<file path="config.mk">
export PLATFORM = sky130hd
export DESIGN_NAME = dcd_ctrl
export DESIGN_NICKNAME = d
export VERILOG_FILES = /design/src/include/dcd_pkg.sv /design/src/design/dcd_interval_timer.sv /design/src/design/dcd_trim_apply.sv /design/src/design/dcd_ctrl.sv
export SDC_FILE = /design/constraint.sdc
export NUM_CORES = 1
export LEC_CHECK = 0
export ABC_AREA = 1
export BUFFER_PORTS_ARGS = -buffer_cell sky130_fd_sc_hd__buf_2
export CORE_AREA = 2 2 192 194
export CTS_BUF_LIST = sky130_fd_sc_hd__clkbuf_8
export DETAILED_ROUTE_END_ITERATION = 8
export DIE_AREA = 0 0 194 196
export GPL_TIMING_DRIVEN = 1
export MAX_ROUTING_LAYER = met4
export PLACE_DENSITY = 0.44
export SLEW_MARGIN = 20
export SYNTH_ARGS = -nofsm -noshare
export SYNTH_HDL_FRONTEND = slang
export SYNTH_SLANG_ARGS = --single-unit
</file>
<file path="constraint.sdc">
create_clock -name clock_in -period 7.7 [get_ports clock_in]
set_clock_uncertainty 0.1 [all_clocks]
set_input_delay 0.77 -clock clock_in [delete_from_list [all_inputs] [get_ports clock_in]]
set_output_delay 0.77 -clock clock_in [all_outputs]
set_load 0.05 [all_outputs]
</file>
<file path="src/include/dcd_pkg.sv">
/*
  Shared constants, field layouts and carriers of the dual channel converter control block.
  Assumes one 100 MHz clock and a byte-wide register port with a 5-bit address.
*/
package dcd_pkg;

  // Register addresses on the byte-wide register port.
  localparam int ADDR_W = 5;
  localparam logic [4:0] ADDR_CONTROL_A = 5'h00;
  localparam logic [4:0] ADDR_CONTROL_B = 5'h01;
  localparam logic [4:0] ADDR_CONTROL_C = 5'h02;
  localparam logic [4:0] ADDR_STATUS = 5'h03;
  localparam logic [4:0] ADDR_TIMING_CONTROL = 5'h04;
  localparam logic [4:0] ADDR_GAIN_TRIM = 5'h08;
  localparam logic [4:0] ADDR_OFFSET_TRIM = 5'h09;
  localparam logic [4:0] ADDR_CHAN0_LO = 5'h10;
  localparam logic [4:0] ADDR_CHAN0_HI = 5'h11;
  localparam logic [4:0] ADDR_CHAN1_LO = 5'h12;
  localparam logic [4:0] ADDR_CHAN1_HI = 5'h13;

  // Field positions inside control_a, control_b, control_c and timing_control.
  localparam int ENABLE_BIT = 0;
  localparam int CHAN0_OUT_BIT = 2;
  localparam int CHAN1_OUT_BIT = 3;
  localparam int CHAN0_TRIG_BIT = 0;
  localparam int CHAN1_TRIG_BIT = 1;
  localparam int MODE_LSB = 5;
  localparam int LEFT_ALIGN_BIT = 0;
  localparam int REF_LSB = 3;
  localparam int SEP_LSB = 4;
  localparam int REFRESH_LSB = 0;

  // Writable bits of the control and timing registers; all others read as zero.
  localparam logic [7:0] CONTROL_A_MASK = 8'h0D;
  localparam logic [7:0] CONTROL_B_MASK = 8'h63;
  localparam logic [7:0] CONTROL_C_MASK = 8'h19;
  localparam logic [7:0] TIMING_MASK = 8'h7F;
  localparam logic [7:0] REG_RESET = 8'h00;
  localparam logic [6:0] TRIM_RESET = 7'h00;

  // Encodings of the mode and reference fields.
  localparam logic [1:0] MODE_SINGLE = 2'h0;
  localparam logic [1:0] MODE_DUAL = 2'h2;
  localparam logic [1:0] REF_BANDGAP = 2'h0;
  localparam logic [1:0] REF_SUPPLY = 2'h1;
  localparam logic [1:0] REF_EXTERNAL = 2'h2;

  // Interval timer widths and the gain correction scale.
  localparam int SEP_TIMER_W = 8;
  localparam int REFRESH_TIMER_W = 17;
  localparam int GAIN_SHIFT = 10;

  // One conversion handed to the converter: code and target channel.
  typedef struct packed {
    logic [11:0] code;
    logic chan;
  } dcd_conv_s;

  // Sample interval in clock cycles: two to the power of the field.
  function automatic logic [SEP_TIMER_W-1:0] dcd_sep_cycles(input logic [2:0] field);
    dcd_sep_cycles = SEP_TIMER_W'(1) << field;
  endfunction : dcd_sep_cycles

  // Refresh interval in clock cycles: two to the power of field plus one; zero turns refresh off.
  function automatic logic [REFRESH_TIMER_W-1:0] dcd_refresh_cycles(input logic [3:0] field);
    dcd_refresh_cycles = REFRESH_TIMER_W'(2) << field;
  endfunction : dcd_refresh_cycles

endpackage : dcd_pkg

</file>
<file path="src/design/dcd_interval_timer.sv">
/*
  Programmable interval timer that emits a one-cycle tick every period cycles.
  Assumes period_in holds steady between restarts and is at least one.
*/
`timescale 1ns/1ps
module dcd_interval_timer #(
  parameter int WIDTH = 17
) (
  input wire logic clock_in,
  input wire logic srst_in,
  input wire logic run_in,
  input wire logic restart_in,
  input wire logic [WIDTH-1:0] period_in,
  output logic tick_out
);

  logic [WIDTH-1:0] count_r;

  // A one-bit counter cannot tell a reload apart from the tick value, so such widths are refused.
  if (WIDTH < 2) begin : g_width_check
    $error("dcd_interval_timer needs WIDTH of two or more");
  end

  // The count reloads on restart or after a tick, so a tick lands exactly period cycles after the load.
  always_ff @(posedge clock_in) begin
    if (srst_in || !run_in) begin
      count_r <= '0;
    end else if (restart_in || count_r <= WIDTH'(1)) begin
      count_r <= period_in;
    end else begin
      count_r <= count_r - WIDTH'(1);
    end
  end

  // The tick depends on the count and run_in only, never on restart_in, because callers build their restart from it.
  assign tick_out = run_in && (count_r == WIDTH'(1));

endmodule : dcd_interval_timer

</file>
<file path="src/design/dcd_trim_apply.sv">
/*
  Applies the offset and gain trim to each code on its way to the converter, with one register stage.
  Assumes trim values are sign-magnitude: bit 6 direction, bits 5..0 amount.
*/
`timescale 1ns/1ps
module dcd_trim_apply
  import dcd_pkg::*;
(
  input wire logic clock_in,
  input wire logic srst_in,
  input wire logic go_in,
  input wire dcd_conv_s conv_in,
  input wire logic [6:0] gain_trim_in,
  input wire logic [6:0] offset_trim_in,
  output logic valid_out,
  output dcd_conv_s conv_out
);

  logic signed [14:0] gain_corr;
  logic signed [14:0] offset_corr;
  logic signed [14:0] sum;
  logic [11:0] clamped;
  logic [17:0] product;

  // Gain scales with the code itself; offset is a flat shift. Both share one path for every channel.
  assign product = conv_in.code * gain_trim_in[5:0];
  assign gain_corr = gain_trim_in[6] ? -$signed({7'h00, product[GAIN_SHIFT +: 8]})
                                      : $signed({7'h00, product[GAIN_SHIFT +: 8]});
  assign offset_corr = offset_trim_in[6] ? -$signed({9'h000, offset_trim_in[5:0]})
                                          : $signed({9'h000, offset_trim_in[5:0]});
  assign sum = $signed({3'h0, conv_in.code}) + gain_corr + offset_corr;
  assign clamped = sum < 0 ? 12'h000 : (sum > 15'sd4095 ? 12'hFFF : sum[11:0]);

  // Result is registered so the converter sees a stable code.
  always_ff @(posedge clock_in) begin
    if (srst_in) begin
      valid_out <= 1'b0;
      conv_out <= '0;
    end else begin
      valid_out <= go_in;
      conv_out <= go_in ? dcd_conv_s'{code: clamped, chan: conv_in.chan} : conv_out;
    end
  end
endmodule : dcd_trim_apply

</file>
<file path="src/design/dcd_ctrl.sv">
/*
  Control logic of a 12-bit converter with one conversion block shared by two channels.
  Holds the registers, trigger handling, refresh and sample interval scheduling, and the trim path.
  Assumes a byte-wide register port with read data one cycle after the read strobe, and event
  inputs that are one-cycle pulses synchronous to clock_in.
*/
// The address-and-strobe port and the placing of the registers were left to the implementer.
`timescale 1ns/1ps
module dcd_ctrl
  import dcd_pkg::*;
(
  input wire logic clock_in,
  input wire logic srst_in,
  input wire logic [ADDR_W-1:0] addr_in,
  input wire logic [7:0] wdata_in,
  input wire logic wr_in,
  input wire logic rd_in,
  output logic [7:0] rdata_out,
  input wire logic [1:0] event_in,
  output logic [1:0] ref_select_out,
  output logic drive0_en_out,
  output logic drive1_en_out,
  output logic dual_mode_out,
  output logic conv_valid_out,
  output dcd_conv_s conv_out
);

  // There is no interrupt output: register writes, events and the refresh timer drive all activity.
  // Software has to poll the status register when it needs to know that work is done.
  typedef enum logic [1:0] {S_IDLE, S_GAP, S_REF0, S_REF1} dcd_state_e;

  logic [7:0] control_a_r;
  logic [7:0] control_b_r;
  logic [7:0] control_c_r;
  logic [7:0] timing_r;
  logic [6:0] gain_trim_r;
  logic [6:0] offset_trim_r;
  logic [7:0] low_hold_r [2];
  logic [15:0] value_r [2];
  logic [7:0] rdata_sel;
  logic [1:0] pend_r;
  logic [1:0] pend_nxt;
  logic refresh_due_r;
  logic refresh_due_nxt;
  dcd_state_e state_r;
  dcd_state_e state_nxt;
  logic drive0_r;
  logic drive1_r;
  logic [1:0] ref_r;

  // Register writes and decoded fields.
  wire enable = control_a_r[ENABLE_BIT];
  wire [1:0] mode_field = control_b_r[MODE_LSB +: 2];
  wire dual = enable && (mode_field == MODE_DUAL);
  wire [1:0] trig_en = {control_b_r[CHAN1_TRIG_BIT], control_b_r[CHAN0_TRIG_BIT]};
  wire left_align = control_c_r[LEFT_ALIGN_BIT];
  wire [2:0] sep_field = timing_r[SEP_LSB +: 3];
  wire [3:0] refresh_field = timing_r[REFRESH_LSB +: 4];
  wire wr_timing = wr_in && addr_in == ADDR_TIMING_CONTROL;
  wire [1:0] wr_low = {wr_in && addr_in == ADDR_CHAN1_LO, wr_in && addr_in == ADDR_CHAN0_LO};
  wire [1:0] wr_high = {wr_in && addr_in == ADDR_CHAN1_HI, wr_in && addr_in == ADDR_CHAN0_HI};

  // Committed value of each channel as the converter takes it, right or left aligned.
  function automatic logic [11:0] dcd_pick(input logic [15:0] pair, input logic left);
    dcd_pick = left ? pair[15:4] : pair[11:0];
  endfunction : dcd_pick

  // Software-written configuration; writes outside the masks are dropped.
  always_ff @(posedge clock_in) begin
    if (srst_in) begin
      control_a_r <= REG_RESET;
      control_b_r <= REG_RESET;
      control_c_r <= REG_RESET;
      timing_r <= REG_RESET;
      gain_trim_r <= TRIM_RESET;
      offset_trim_r <= TRIM_RESET;
    end else if (wr_in) begin
      case (addr_in)
        ADDR_CONTROL_A: control_a_r <= wdata_in & CONTROL_A_MASK;
        ADDR_CONTROL_B: control_b_r <= wdata_in & CONTROL_B_MASK;
        ADDR_CONTROL_C: control_c_r <= wdata_in & CONTROL_C_MASK;
        ADDR_TIMING_CONTROL: timing_r <= wdata_in & TIMING_MASK;
        ADDR_GAIN_TRIM: gain_trim_r <= wdata_in[6:0];
        ADDR_OFFSET_TRIM: offset_trim_r <= wdata_in[6:0];
        default: ;
      endcase
    end
  end

  // The low byte waits in a holding register and only joins the value on the high byte write,
  // so the converter never sees half of an update.
  always_ff @(posedge clock_in) begin
    for (int i = 0; i < 2; i++) begin
      if (srst_in) begin
        low_hold_r[i] <= 8'h00;
        value_r[i] <= 16'h0000;
      end else if (wr_low[i]) begin
        low_hold_r[i] <= wdata_in;
      end else if (wr_high[i]) begin
        value_r[i] <= {wdata_in, low_hold_r[i]};
      end
    end
  end

  // Read mux; status shows pending requests, refresh state and scheduler activity.
  wire [7:0] status_word = {4'h0, state_r != S_IDLE, refresh_due_r, pend_r};
  always_comb begin
    case (addr_in)
      ADDR_CONTROL_A: rdata_sel = control_a_r;
      ADDR_CONTROL_B: rdata_sel = control_b_r;
      ADDR_CONTROL_C: rdata_sel = control_c_r;
      ADDR_STATUS: rdata_sel = status_word;
      ADDR_TIMING_CONTROL: rdata_sel = timing_r;
      ADDR_GAIN_TRIM: rdata_sel = {1'b0, gain_trim_r};
      ADDR_OFFSET_TRIM: rdata_sel = {1'b0, offset_trim_r};
      ADDR_CHAN0_LO: rdata_sel = low_hold_r[0];
      ADDR_CHAN0_HI: rdata_sel = value_r[0][15:8];
      ADDR_CHAN1_LO: rdata_sel = low_hold_r[1];
      ADDR_CHAN1_HI: rdata_sel = value_r[1][15:8];
      default: rdata_sel = 8'h00;
    endcase
  end

  // Read data stand only in the cycle after the strobe.
  always_ff @(posedge clock_in) begin
    if (srst_in) begin
      rdata_out <= 8'h00;
    end else begin
      rdata_out <= rd_in ? rdata_sel : 8'h00;
    end
  end

  // Trigger sources: a high byte write when events are off, an event pulse when they are on.
  // Channel 1 has no path in single mode because the converter is tied to channel 0 there.
  wire [1:0] chan_allowed = {dual, enable};
  wire [1:0] write_trig = wr_high & ~trig_en;
  wire [1:0] event_trig = event_in & trig_en;
  wire [1:0] trig = (write_trig | event_trig) & chan_allowed;

  // Interval timers: one paces the sample interval, one free-runs for refresh.
  wire sep_tick;
  wire refresh_tick;
  wire conv_go;
  wire refresh_on = dual && refresh_field != 4'h0;

  dcd_interval_timer #(
    .WIDTH(SEP_TIMER_W)
  ) u_sep_timer (
    .clock_in(clock_in),
    .srst_in(srst_in),
    .run_in(dual),
    .restart_in(conv_go),
    .period_in(dcd_sep_cycles(sep_field)),
    .tick_out(sep_tick)
  );

  // Manual conversions do not restart the refresh timer, so refresh stays evenly spaced.
  dcd_interval_timer #(
    .WIDTH(REFRESH_TIMER_W)
  ) u_refresh_timer (
    .clock_in(clock_in),
    .srst_in(srst_in),
    .run_in(refresh_on),
    .restart_in(wr_timing),
    .period_in(dcd_refresh_cycles(refresh_field)),
    .tick_out(refresh_tick)
  );

  // Scheduler: free when idle or when the sample interval has just run out.
  wire sched = state_r == S_IDLE || ((state_r == S_GAP || state_r == S_REF1) && sep_tick);
  wire ref_second = state_r == S_REF0 && sep_tick;
  wire start_refresh = dual && sched && refresh_due_r;
  wire serve0 = enable && sched && !start_refresh && pend_r[0];
  wire serve1 = dual && sched && !start_refresh && !pend_r[0] && pend_r[1];
  wire go_chan = ref_second || serve1;
  assign conv_go = start_refresh || ref_second || serve0 || serve1;

  // A request that lands while its flag is cleared survives, so no trigger is lost.
  // A second request for an already pending channel merges into the flag and is dropped.
  always_comb begin
    pend_nxt = (pend_r & ~{serve1, serve0}) | trig;
    refresh_due_nxt = (refresh_due_r && !start_refresh) || refresh_tick;
    if (!enable) begin
      pend_nxt = 2'b00;
      refresh_due_nxt = 1'b0;
    end
  end

  // State walk: a refresh converts channel 0, waits one sample interval, then channel 1.
  always_comb begin
    state_nxt = state_r;
    case (state_r)
      S_IDLE, S_GAP, S_REF1: begin
        if (sched) begin
          if (start_refresh) begin
            state_nxt = S_REF0;
          end else if (dual && (serve0 || serve1)) begin
            state_nxt = S_GAP;
          end else begin
            state_nxt = S_IDLE;
          end
        end
      end
      S_REF0: begin
        if (sep_tick) begin
          state_nxt = S_REF1;
        end
      end
      default: state_nxt = S_IDLE;
    endcase
    if (!dual) begin
      state_nxt = S_IDLE;
    end
  end

  always_ff @(posedge clock_in) begin
    if (srst_in) begin
      state_r <= S_IDLE;
      pend_r <= 2'b00;
      refresh_due_r <= 1'b0;
    end else begin
      state_r <= state_nxt;
      pend_r <= pend_nxt;
      refresh_due_r <= refresh_due_nxt;
    end
  end

  // Output drivers and reference selection follow the registers with one flop of delay.
  always_ff @(posedge clock_in) begin
    if (srst_in) begin
      drive0_r <= 1'b0;
      drive1_r <= 1'b0;
      ref_r <= REF_BANDGAP;
    end else begin
      drive0_r <= enable && control_a_r[CHAN0_OUT_BIT];
      drive1_r <= dual && control_a_r[CHAN1_OUT_BIT];
      ref_r <= control_c_r[REF_LSB +: 2];
    end
  end

  assign drive0_en_out = drive0_r;
  assign drive1_en_out = drive1_r;
  assign ref_select_out = ref_r;
  assign dual_mode_out = dual;

  // The code handed over is always the committed pair, never the low holding byte.
  wire [11:0] pick_code = dcd_pick(value_r[go_chan], left_align);
  wire dcd_conv_s conv_req = '{code: pick_code, chan: go_chan};

  // Both modes use this one trim path, so calibration holds for either.
  dcd_trim_apply u_trim (
    .clock_in(clock_in),
    .srst_in(srst_in),
    .go_in(conv_go),
    .conv_in(conv_req),
    .gain_trim_in(gain_trim_r),
    .offset_trim_in(offset_trim_r),
    .valid_out(conv_valid_out),
    .conv_out(conv_out)
  );

  // Helper counters for the timing checks below.
  logic [7:0] since_conv_r;
  logic [16:0] since_refresh_r;
  logic refresh_seen_r;
  always_ff @(posedge clock_in) begin
    if (srst_in || conv_go) begin
      since_conv_r <= 8'h01;
    end else if (since_conv_r != 8'hFF) begin
      since_conv_r <= since_conv_r + 8'h01;
    end
  end
  always_ff @(posedge clock_in) begin
    if (srst_in || refresh_tick || wr_timing) begin
      since_refresh_r <= 17'h0_0001;
      refresh_seen_r <= !srst_in && refresh_tick;
    end else begin
      since_refresh_r <= since_refresh_r + 17'h0_0001;
    end
  end
endmodule : dcd_ctrl

</file>
==> flow_summary.toml, run 1 <==
[status]
outcome = "finished with violations"
failed_checks = "setup timing"

[clock_tree]
path_clk_slew_ps = 80
cts_tree = "yes"
clock_latency_ps = 460
cts-buffers-inserted = 17
htreeDepth = 4
cts_sinks = 135
cts_hold_buffers = 0
clock_path_buffers = 2
cts-root-buf = "clkbuf_8"

[timing]
max-slew-margin-rel_pct = 37.46
layout_min_cycle_time_ps = 8309
tns_ps = -6843
setup_viol = 12
finalCritPeriodShare_pct = 107.9
fmax_mhz = 120.4
maxSlewViolCount = 0
rsz0062_at_grt = "true"
finalHoldViolations = 0
fin_ws_ps = -608.8
worstMarginPinSlew_ps = 914.5

[hold_path]
holdPathEnd = "drive1_en_out"
hp-class = "flip-flop to flip-flop"
holdPathStages = 2
holdCritStartpoint = "control_a_r[3]"

[routing]
top_layer = "met4"
first_iter_violations = 482
wl_met3_um = 1077
antenna_left = 0
num_vias = 9125
drc = 0
routed_wl_um = 31800
met2_length_um = 15750
drt-met1-wl_um = 14480
wire_per_inst_um = 16.09
viasPerCell = 4.616
dr.pass1.iters = 5

[cells_and_area]
fin_nets = 1613
diodes = 0
drive_gt1_share_pct = 34.66
num-fill-cells = 3792
area_growth_pct = 40.47

[logic_synthesis]
netlist_instances = 1243
synth_seq_cells = 135
synthFlopType = "dfxtp_1"
synth.distinct_cells = 49
synth_nets = 1360
syn_area_um2 = 9597
yosysSeqAreaShare_pct = 33.17
avgSynthCellArea_um2 = 7.721
synth-edff-count = 48
yosys_warnings = 0
async_flop_share_pct = 0

[worst_setup_path]
ff2ff_setup_slack_ps = -610
cp_top_family = "adder cells"
path_common_cell = "nand2_4"
cp_slowest_cell = "fa_1"
r2r-start = "u_sep_timer.count_r[1]"
startpoint_type = "flip-flop"
cpPeakStageDelay_ps = 560
worst-r2r-cell-count = 52
crit_type = "flip-flop to flip-flop"
required_ps = 8000
worstReg2RegEnd = "u_trim.conv_out[6]"
end_kind = "flip-flop"
crit_buf_inv = 11
critPathArrivalTime_ps = 8610
critPathMaxFanout = 6

[job]
drv_cap = 0

[grt]
antenna_found_initial = 0
grt_overflow = 0
grt_max_degree = 42
grt_pass1_vias = 9226
track_usage_pct = 17.58
grt_pass1_wl_um = 50940

[die]
chipHeight_um = 196
ios = 46
start_util_pct = 26.60
dieArea_um2 = 38020
die_w_um = 194
row_count = 70
coreArea_um2 = 36080

[place]
place.port_buffers = 45
place_ws_ps = -970.2
gp_congestion = 0.8566
dp_hpwl_um = 24650

[power]
ir_worst_vdd_v = 0.0001072
power-per-cell-area_nw_per_um2 = 120.1
p_leak_nw = 6.030
-- layout by cell type (no fill, tap or decap), types with 7 or more instances in the layout --
cell type,synthesis,final
o21ai_4,0,7
nor2_2,2,19
inv_2,0,17
xnor2_1,13,12
o22ai_1,17,17
o21ai_2,0,9
xor2_1,21,18
edfxtp_1,48,48
nand3_2,8,15
o21ai_0,71,51
nand2_1,200,156
ha_4,0,18
inv_1,210,188
a21oi_1,96,75
a21oi_2,10,24
a31oi_1,8,8
ha_1,45,27
a21oi_4,0,7
fa_1,53,50
buf_2,0,45
nand2_4,3,16
nand4_1,8,8
nor3_1,20,18
nand3_1,40,32
buf_6,1,17
clkbuf_8,0,21
nor2_4,1,15
buf_4,0,194
dfxtp_1,87,85
nor2_1,177,146
nand2_2,19,50
-- metrics by stage --
stage / hold WS, ps / util [%] / total power [mW] / instances / area (um2)
5_1_grt: 388.7 / 37.36 / 1.682 / 1977 / 13480
2_1_floorplan: 324.5 / - / 0.8544 / 1243 / 9917
4_1_cts: 364.3 / 35.86 / 1.628 / 1957 / 12940
6_report: 360.3 / 37.36 / 1.619 / 1977 / 13480
3_5_place_dp: 357.6 / 32.54 / 0.9242 / 1877 / 11740
3_3_place_gp: 354.8 / 32.54 / 0.9246 / 1877 / 11740
-- report_power, final --
part | switching, mW | leakage (nW) | internal, mW | total [mW]
registers | 0.00813 | 1.18 | 0.751 | 0.759
logic | 0.104 | 4.62 | 0.0686 | 0.173
clock network | 0.298 | 0.234 | 0.388 | 0.687
total | 0.411 | 6.03 | 1.21 | 1.62
-- per-layer routing --
metal  vias up  global-route usage [%]
li1       4540                       -
met4         0                   4.517
met5         -                       -
met2       172                   29.63
met1      4389                   22.33
met3        24                   2.286
-- flip-flops by register name, indices dropped and copies added (netlist names), 2 cells and up --
name,count
control_a_r,3
control_b_r,4
control_c_r,3
gain_trim_r,7
low_hold_r,16
offset_trim_r,7
pend_r,2
rdata_out,8
ref_select_out,2
state_r,2
timing_r,7
u_refresh_timer.count_r,17
u_sep_timer.count_r,8
u_trim.conv_out,13
value_r,32
-- cells in the mapped netlist, types with 5 or more instances --
library cell | number | area (um2)
edfxtp_1 | 48 | 1441
ha_1 | 45 | 563.0
clkbuf_1 | 23 | 86.33
nand2_1 | 200 | 750.7
a31oi_1 | 8 | 50.05
a211oi_1 | 6 | 45.04
a21oi_2 | 10 | 87.58
nor2_1 | 177 | 664.4
nand3_1 | 40 | 200.2
nor4_1 | 5 | 31.28
a221oi_1 | 7 | 61.31
o21ai_0 | 71 | 355.3
xnor2_1 | 13 | 113.9
nand2_2 | 19 | 118.9
dfxtp_1 | 87 | 1742
nor3_1 | 20 | 100.1
o21bai_1 | 5 | 37.54
xor2_1 | 21 | 183.9
fa_1 | 53 | 1061
nand4_1 | 8 | 50.05
inv_1 | 210 | 788.3
or2_2 | 6 | 37.54
o22ai_1 | 17 | 106.4
nand3_2 | 8 | 80.08
a21oi_1 | 96 | 480.5
-- kinds of logic (layout without fill, tap and decap cells) --
| group | count (synthesis) | count (layout) | synth area share [%] |
|---|---|---|---|
| adder cells (fa/ha/maj) | 98 | 98 | 16.92 |
| AO/OA/AOI/OAI | 238 | 238 | 14.28 |
| multiplexers | 1 | 1 | 0.1043 |
| XOR/XNOR | 34 | 34 | 3.103 |
| AND/OR/NAND/NOR | 498 | 500 | 23.00 |
| buffers and inverters | 239 | 503 | 9.426 |
| flip-flops | 135 | 135 | 33.17 |
-- worst max path at each step --
stage,from,endpoint,slack [ps],depth (start not counted)
final,u_sep_timer.count_r[1],u_trim.conv_out[6],-610,52
after global routing,u_sep_timer.count_r[1],u_trim.conv_out[6],-1180,57
after CTS,u_sep_timer.count_r[1],u_trim.conv_out[8],-530,52
after detailed placement,u_sep_timer.count_r[1],u_trim.conv_out[2],-970,46
after global placement,u_sep_timer.count_r[1],u_trim.conv_out[2],-960,46
after floorplan,u_sep_timer.count_r[1],u_trim.conv_out[11],-130,51
-- tightest hold or removal path, cell delays in order, from the launching register on --
cell and delay [ps]:
dfxtp_1 310, inv_1 70, nor2_1 50
-- area by class of cell --
class	count	area, um2	share of cell area [%]
multi-input cells	871	6501	48.23
well taps	468	585.6	4.344
clock inverters	11	168.9	1.253
inverters	212	814.5	6.042
flip-flops and latches	135	3186	23.63
clock buffers	21	289.0	2.144
repair buffers	259	1936	14.36
-- repair_timing --
| action | CTS | global route |
|---|---|---|
| setup endpoints to repair | 12 | 12 |
| setup buffers | 48 | 21 |
| resized for setup | 86 | 105 |
| gates cloned | 3 | 0 |
| pin swaps | 69 | 95 |
Note: power is estimated with default switching activity, not from simulation.
==> run 2, diff against run 1 <==
Settings changed: CTS_BUF_LIST sky130_fd_sc_hd__clkbuf_8 to unset.
==> run 2 against run 1 <==
Net effect: the flow still finishes with violations (setup timing); sequential cell count did not move; via count fell by 0.43%; count of clock-buffer cells in the layout rose by 4; register-to-register slack barely moved; maximum frequency rose by 0.13%; worst hold slack got worse by 1.1 ps; cell count barely moved; cell area rose by 1.6%; utilization rose by 0.58 points; sequential power barely moved; highest routed layer unchanged; total power rose by 11%; global-route usage rose by 0.058 points.
==> flow_summary.toml, run 2 (synthesis results as in run 1) <==
[status]
outcome = "finished with violations"
failed_checks = "setup timing"

[timing]
fin_ws_ps = -597.7
tns_ps = -6662
hold_slack_ps = 359.2
finalCritPeriodShare_pct = 107.8
max-slew-margin-rel_pct = 38.17
worstMarginPinSlew_ps = 904.0
layout_min_cycle_time_ps = 8298
rsz0062_at_grt = "true"
setup_viol = 12
maxSlewViolCount = 0
fmax_mhz = 120.5
finalHoldViolations = 0

[clock_tree]
clock_path_buffers = 2
cts_tree = "yes"
path_clk_slew_ps = 60
cts-root-buf = "clkbuf_16"
cts-buffers-inserted = 17
cts_sinks = 135
htreeDepth = 4
clock_latency_ps = 430

[place]
dp.cells = 1877
post_dp_cell_area_um2 = 11740
place_ws_ps = -970.2
gp_congestion = 0.8566
place.port_buffers = 45
dp_hpwl_um = 24650

[worst_setup_path]
end_kind = "flip-flop"
critPathMaxFanout = 6
cp_slowest_cell = "fa_1"
worst-r2r-cell-count = 51
ff2ff_setup_slack_ps = -600
crit_type = "flip-flop to flip-flop"
critPathArrivalTime_ps = 8560
r2r-start = "u_sep_timer.count_r[1]"
worstReg2RegEnd = "u_trim.conv_out[6]"
required_ps = 7960
startpoint_type = "flip-flop"
cpPeakStageDelay_ps = 590

[cells_and_area]
final_cell_mix = "buf_4 (192), inv_1 (183), nand2_1 (159), nor2_1 (141), dfxtp_1 (85)"
mostFrequentLayoutCell = "buf_4"
fin_nets = 1612
diodes = 0
seq_area_um2 = 3186
largest_register = "value_r"
drive_gt1_share_pct = 35.28
area_growth_pct = 42.65
multiInputGateArea_um2 = 6535
largest_register_ffs = 32
design_area_um2 = 13690
post_layout_nonfiller_instances = 1976
reg_top3 = "value_r (32), u_refresh_timer.count_r (17), low_hold_r (16)"
num-fill-cells = 3776

[routing]
wire_per_inst_um = 16.11
first_iter_violations = 481
dr.pass1.iters = 5
routed_wl_um = 31830
drc = 0
antenna_left = 0
viasPerCell = 4.598
num_vias = 9086

[power]
ir_worst_vdd_v = 0.0001285
power-per-cell-area_nw_per_um2 = 131.7
p_leak_nw = 6.097

[hold_path]
holdCritStartpoint = "control_a_r[3]"
holdPathEnd = "drive1_en_out"
hp-class = "flip-flop to flip-flop"
holdPathStages = 2

[die]
ios = 46
start_util_pct = 26.60
chipHeight_um = 196
dieArea_um2 = 38020
coreArea_um2 = 36080
die_w_um = 194
row_count = 70

[grt]
antenna_found_initial = 0
track_usage_pct = 17.64
grt_max_degree = 42
grt_pass1_wl_um = 51090
grt_overflow = 0
grt_pass1_vias = 9246

[job]
drv_cap = 0
run 2: critical path, delay by kind of cell, from the launching register on:
family	cells	cell delay [ps]
AO/OA/AOI/OAI	11	1650
flip-flops	1	320
adder cells (fa/ha/maj)	7	2690
AND/OR/NAND/NOR	19	1810
XOR/XNOR	2	380
buffers and inverters	12	1260
run 2: worst max-delay path by stage:
stage                                     end  depth (start not counted)                   start
after floorplan           u_trim.conv_out[11]                         51  u_sep_timer.count_r[1]
after global placement     u_trim.conv_out[2]                         46  u_sep_timer.count_r[1]
after detailed placement   u_trim.conv_out[2]                         46  u_sep_timer.count_r[1]
after CTS                  u_trim.conv_out[2]                         45  u_sep_timer.count_r[1]
after global routing       u_trim.conv_out[6]                         50  u_sep_timer.count_r[1]
final                      u_trim.conv_out[6]                         51  u_sep_timer.count_r[1]
run 2: final cells by class:
| class | instances | area share, % |
|---|---|---|
| Tap cell | 468 | 4.277 |
| Clock inverter | 7 | 0.5484 |
| Timing Repair Buffer | 258 | 14.11 |
| Inverter | 212 | 5.968 |
| Sequential cell | 135 | 23.27 |
| Clock buffer | 25 | 4.086 |
| Multi-Input combinational cell | 871 | 47.74 |
run 2: power breakdown:
group,switching (mW),total (mW),internal (mW)
logic,0.105,0.175,0.0693
clock network,0.328,0.868,0.539
registers,0.00803,0.760,0.752
run 2: per-stage QoR:
stage	utilization (%)	power, mW
floorplan	-	0.8544
global placement	32.54	0.9246
detailed placement	32.54	0.9242
CTS	36.48	1.805
global route	37.94	1.864
finish	37.94	1.803
run 2: what timing repair did:
item | CTS | global route
resized for setup | 95 | 110
hold buffers | 0 | 0
endpoints found under the setup margin | 12 | 12
setup buffers | 49 | 20
pin swaps | 75 | 82
cloned | 3 | 0
run 2: metal layers:
| metal | share of wire, % | track usage, % | up-vias |
|---|---|---|---|
| met1 | 46 | 22.49 | 4366 |
| met2 | 50 | 29.70 | 148 |
| met4 | 1.7 | 4.658 | 0 |
| met5 | 0 | - | - |
| li1 | - | - | 4546 |
| met3 | 2.7 | 2.114 | 26 |
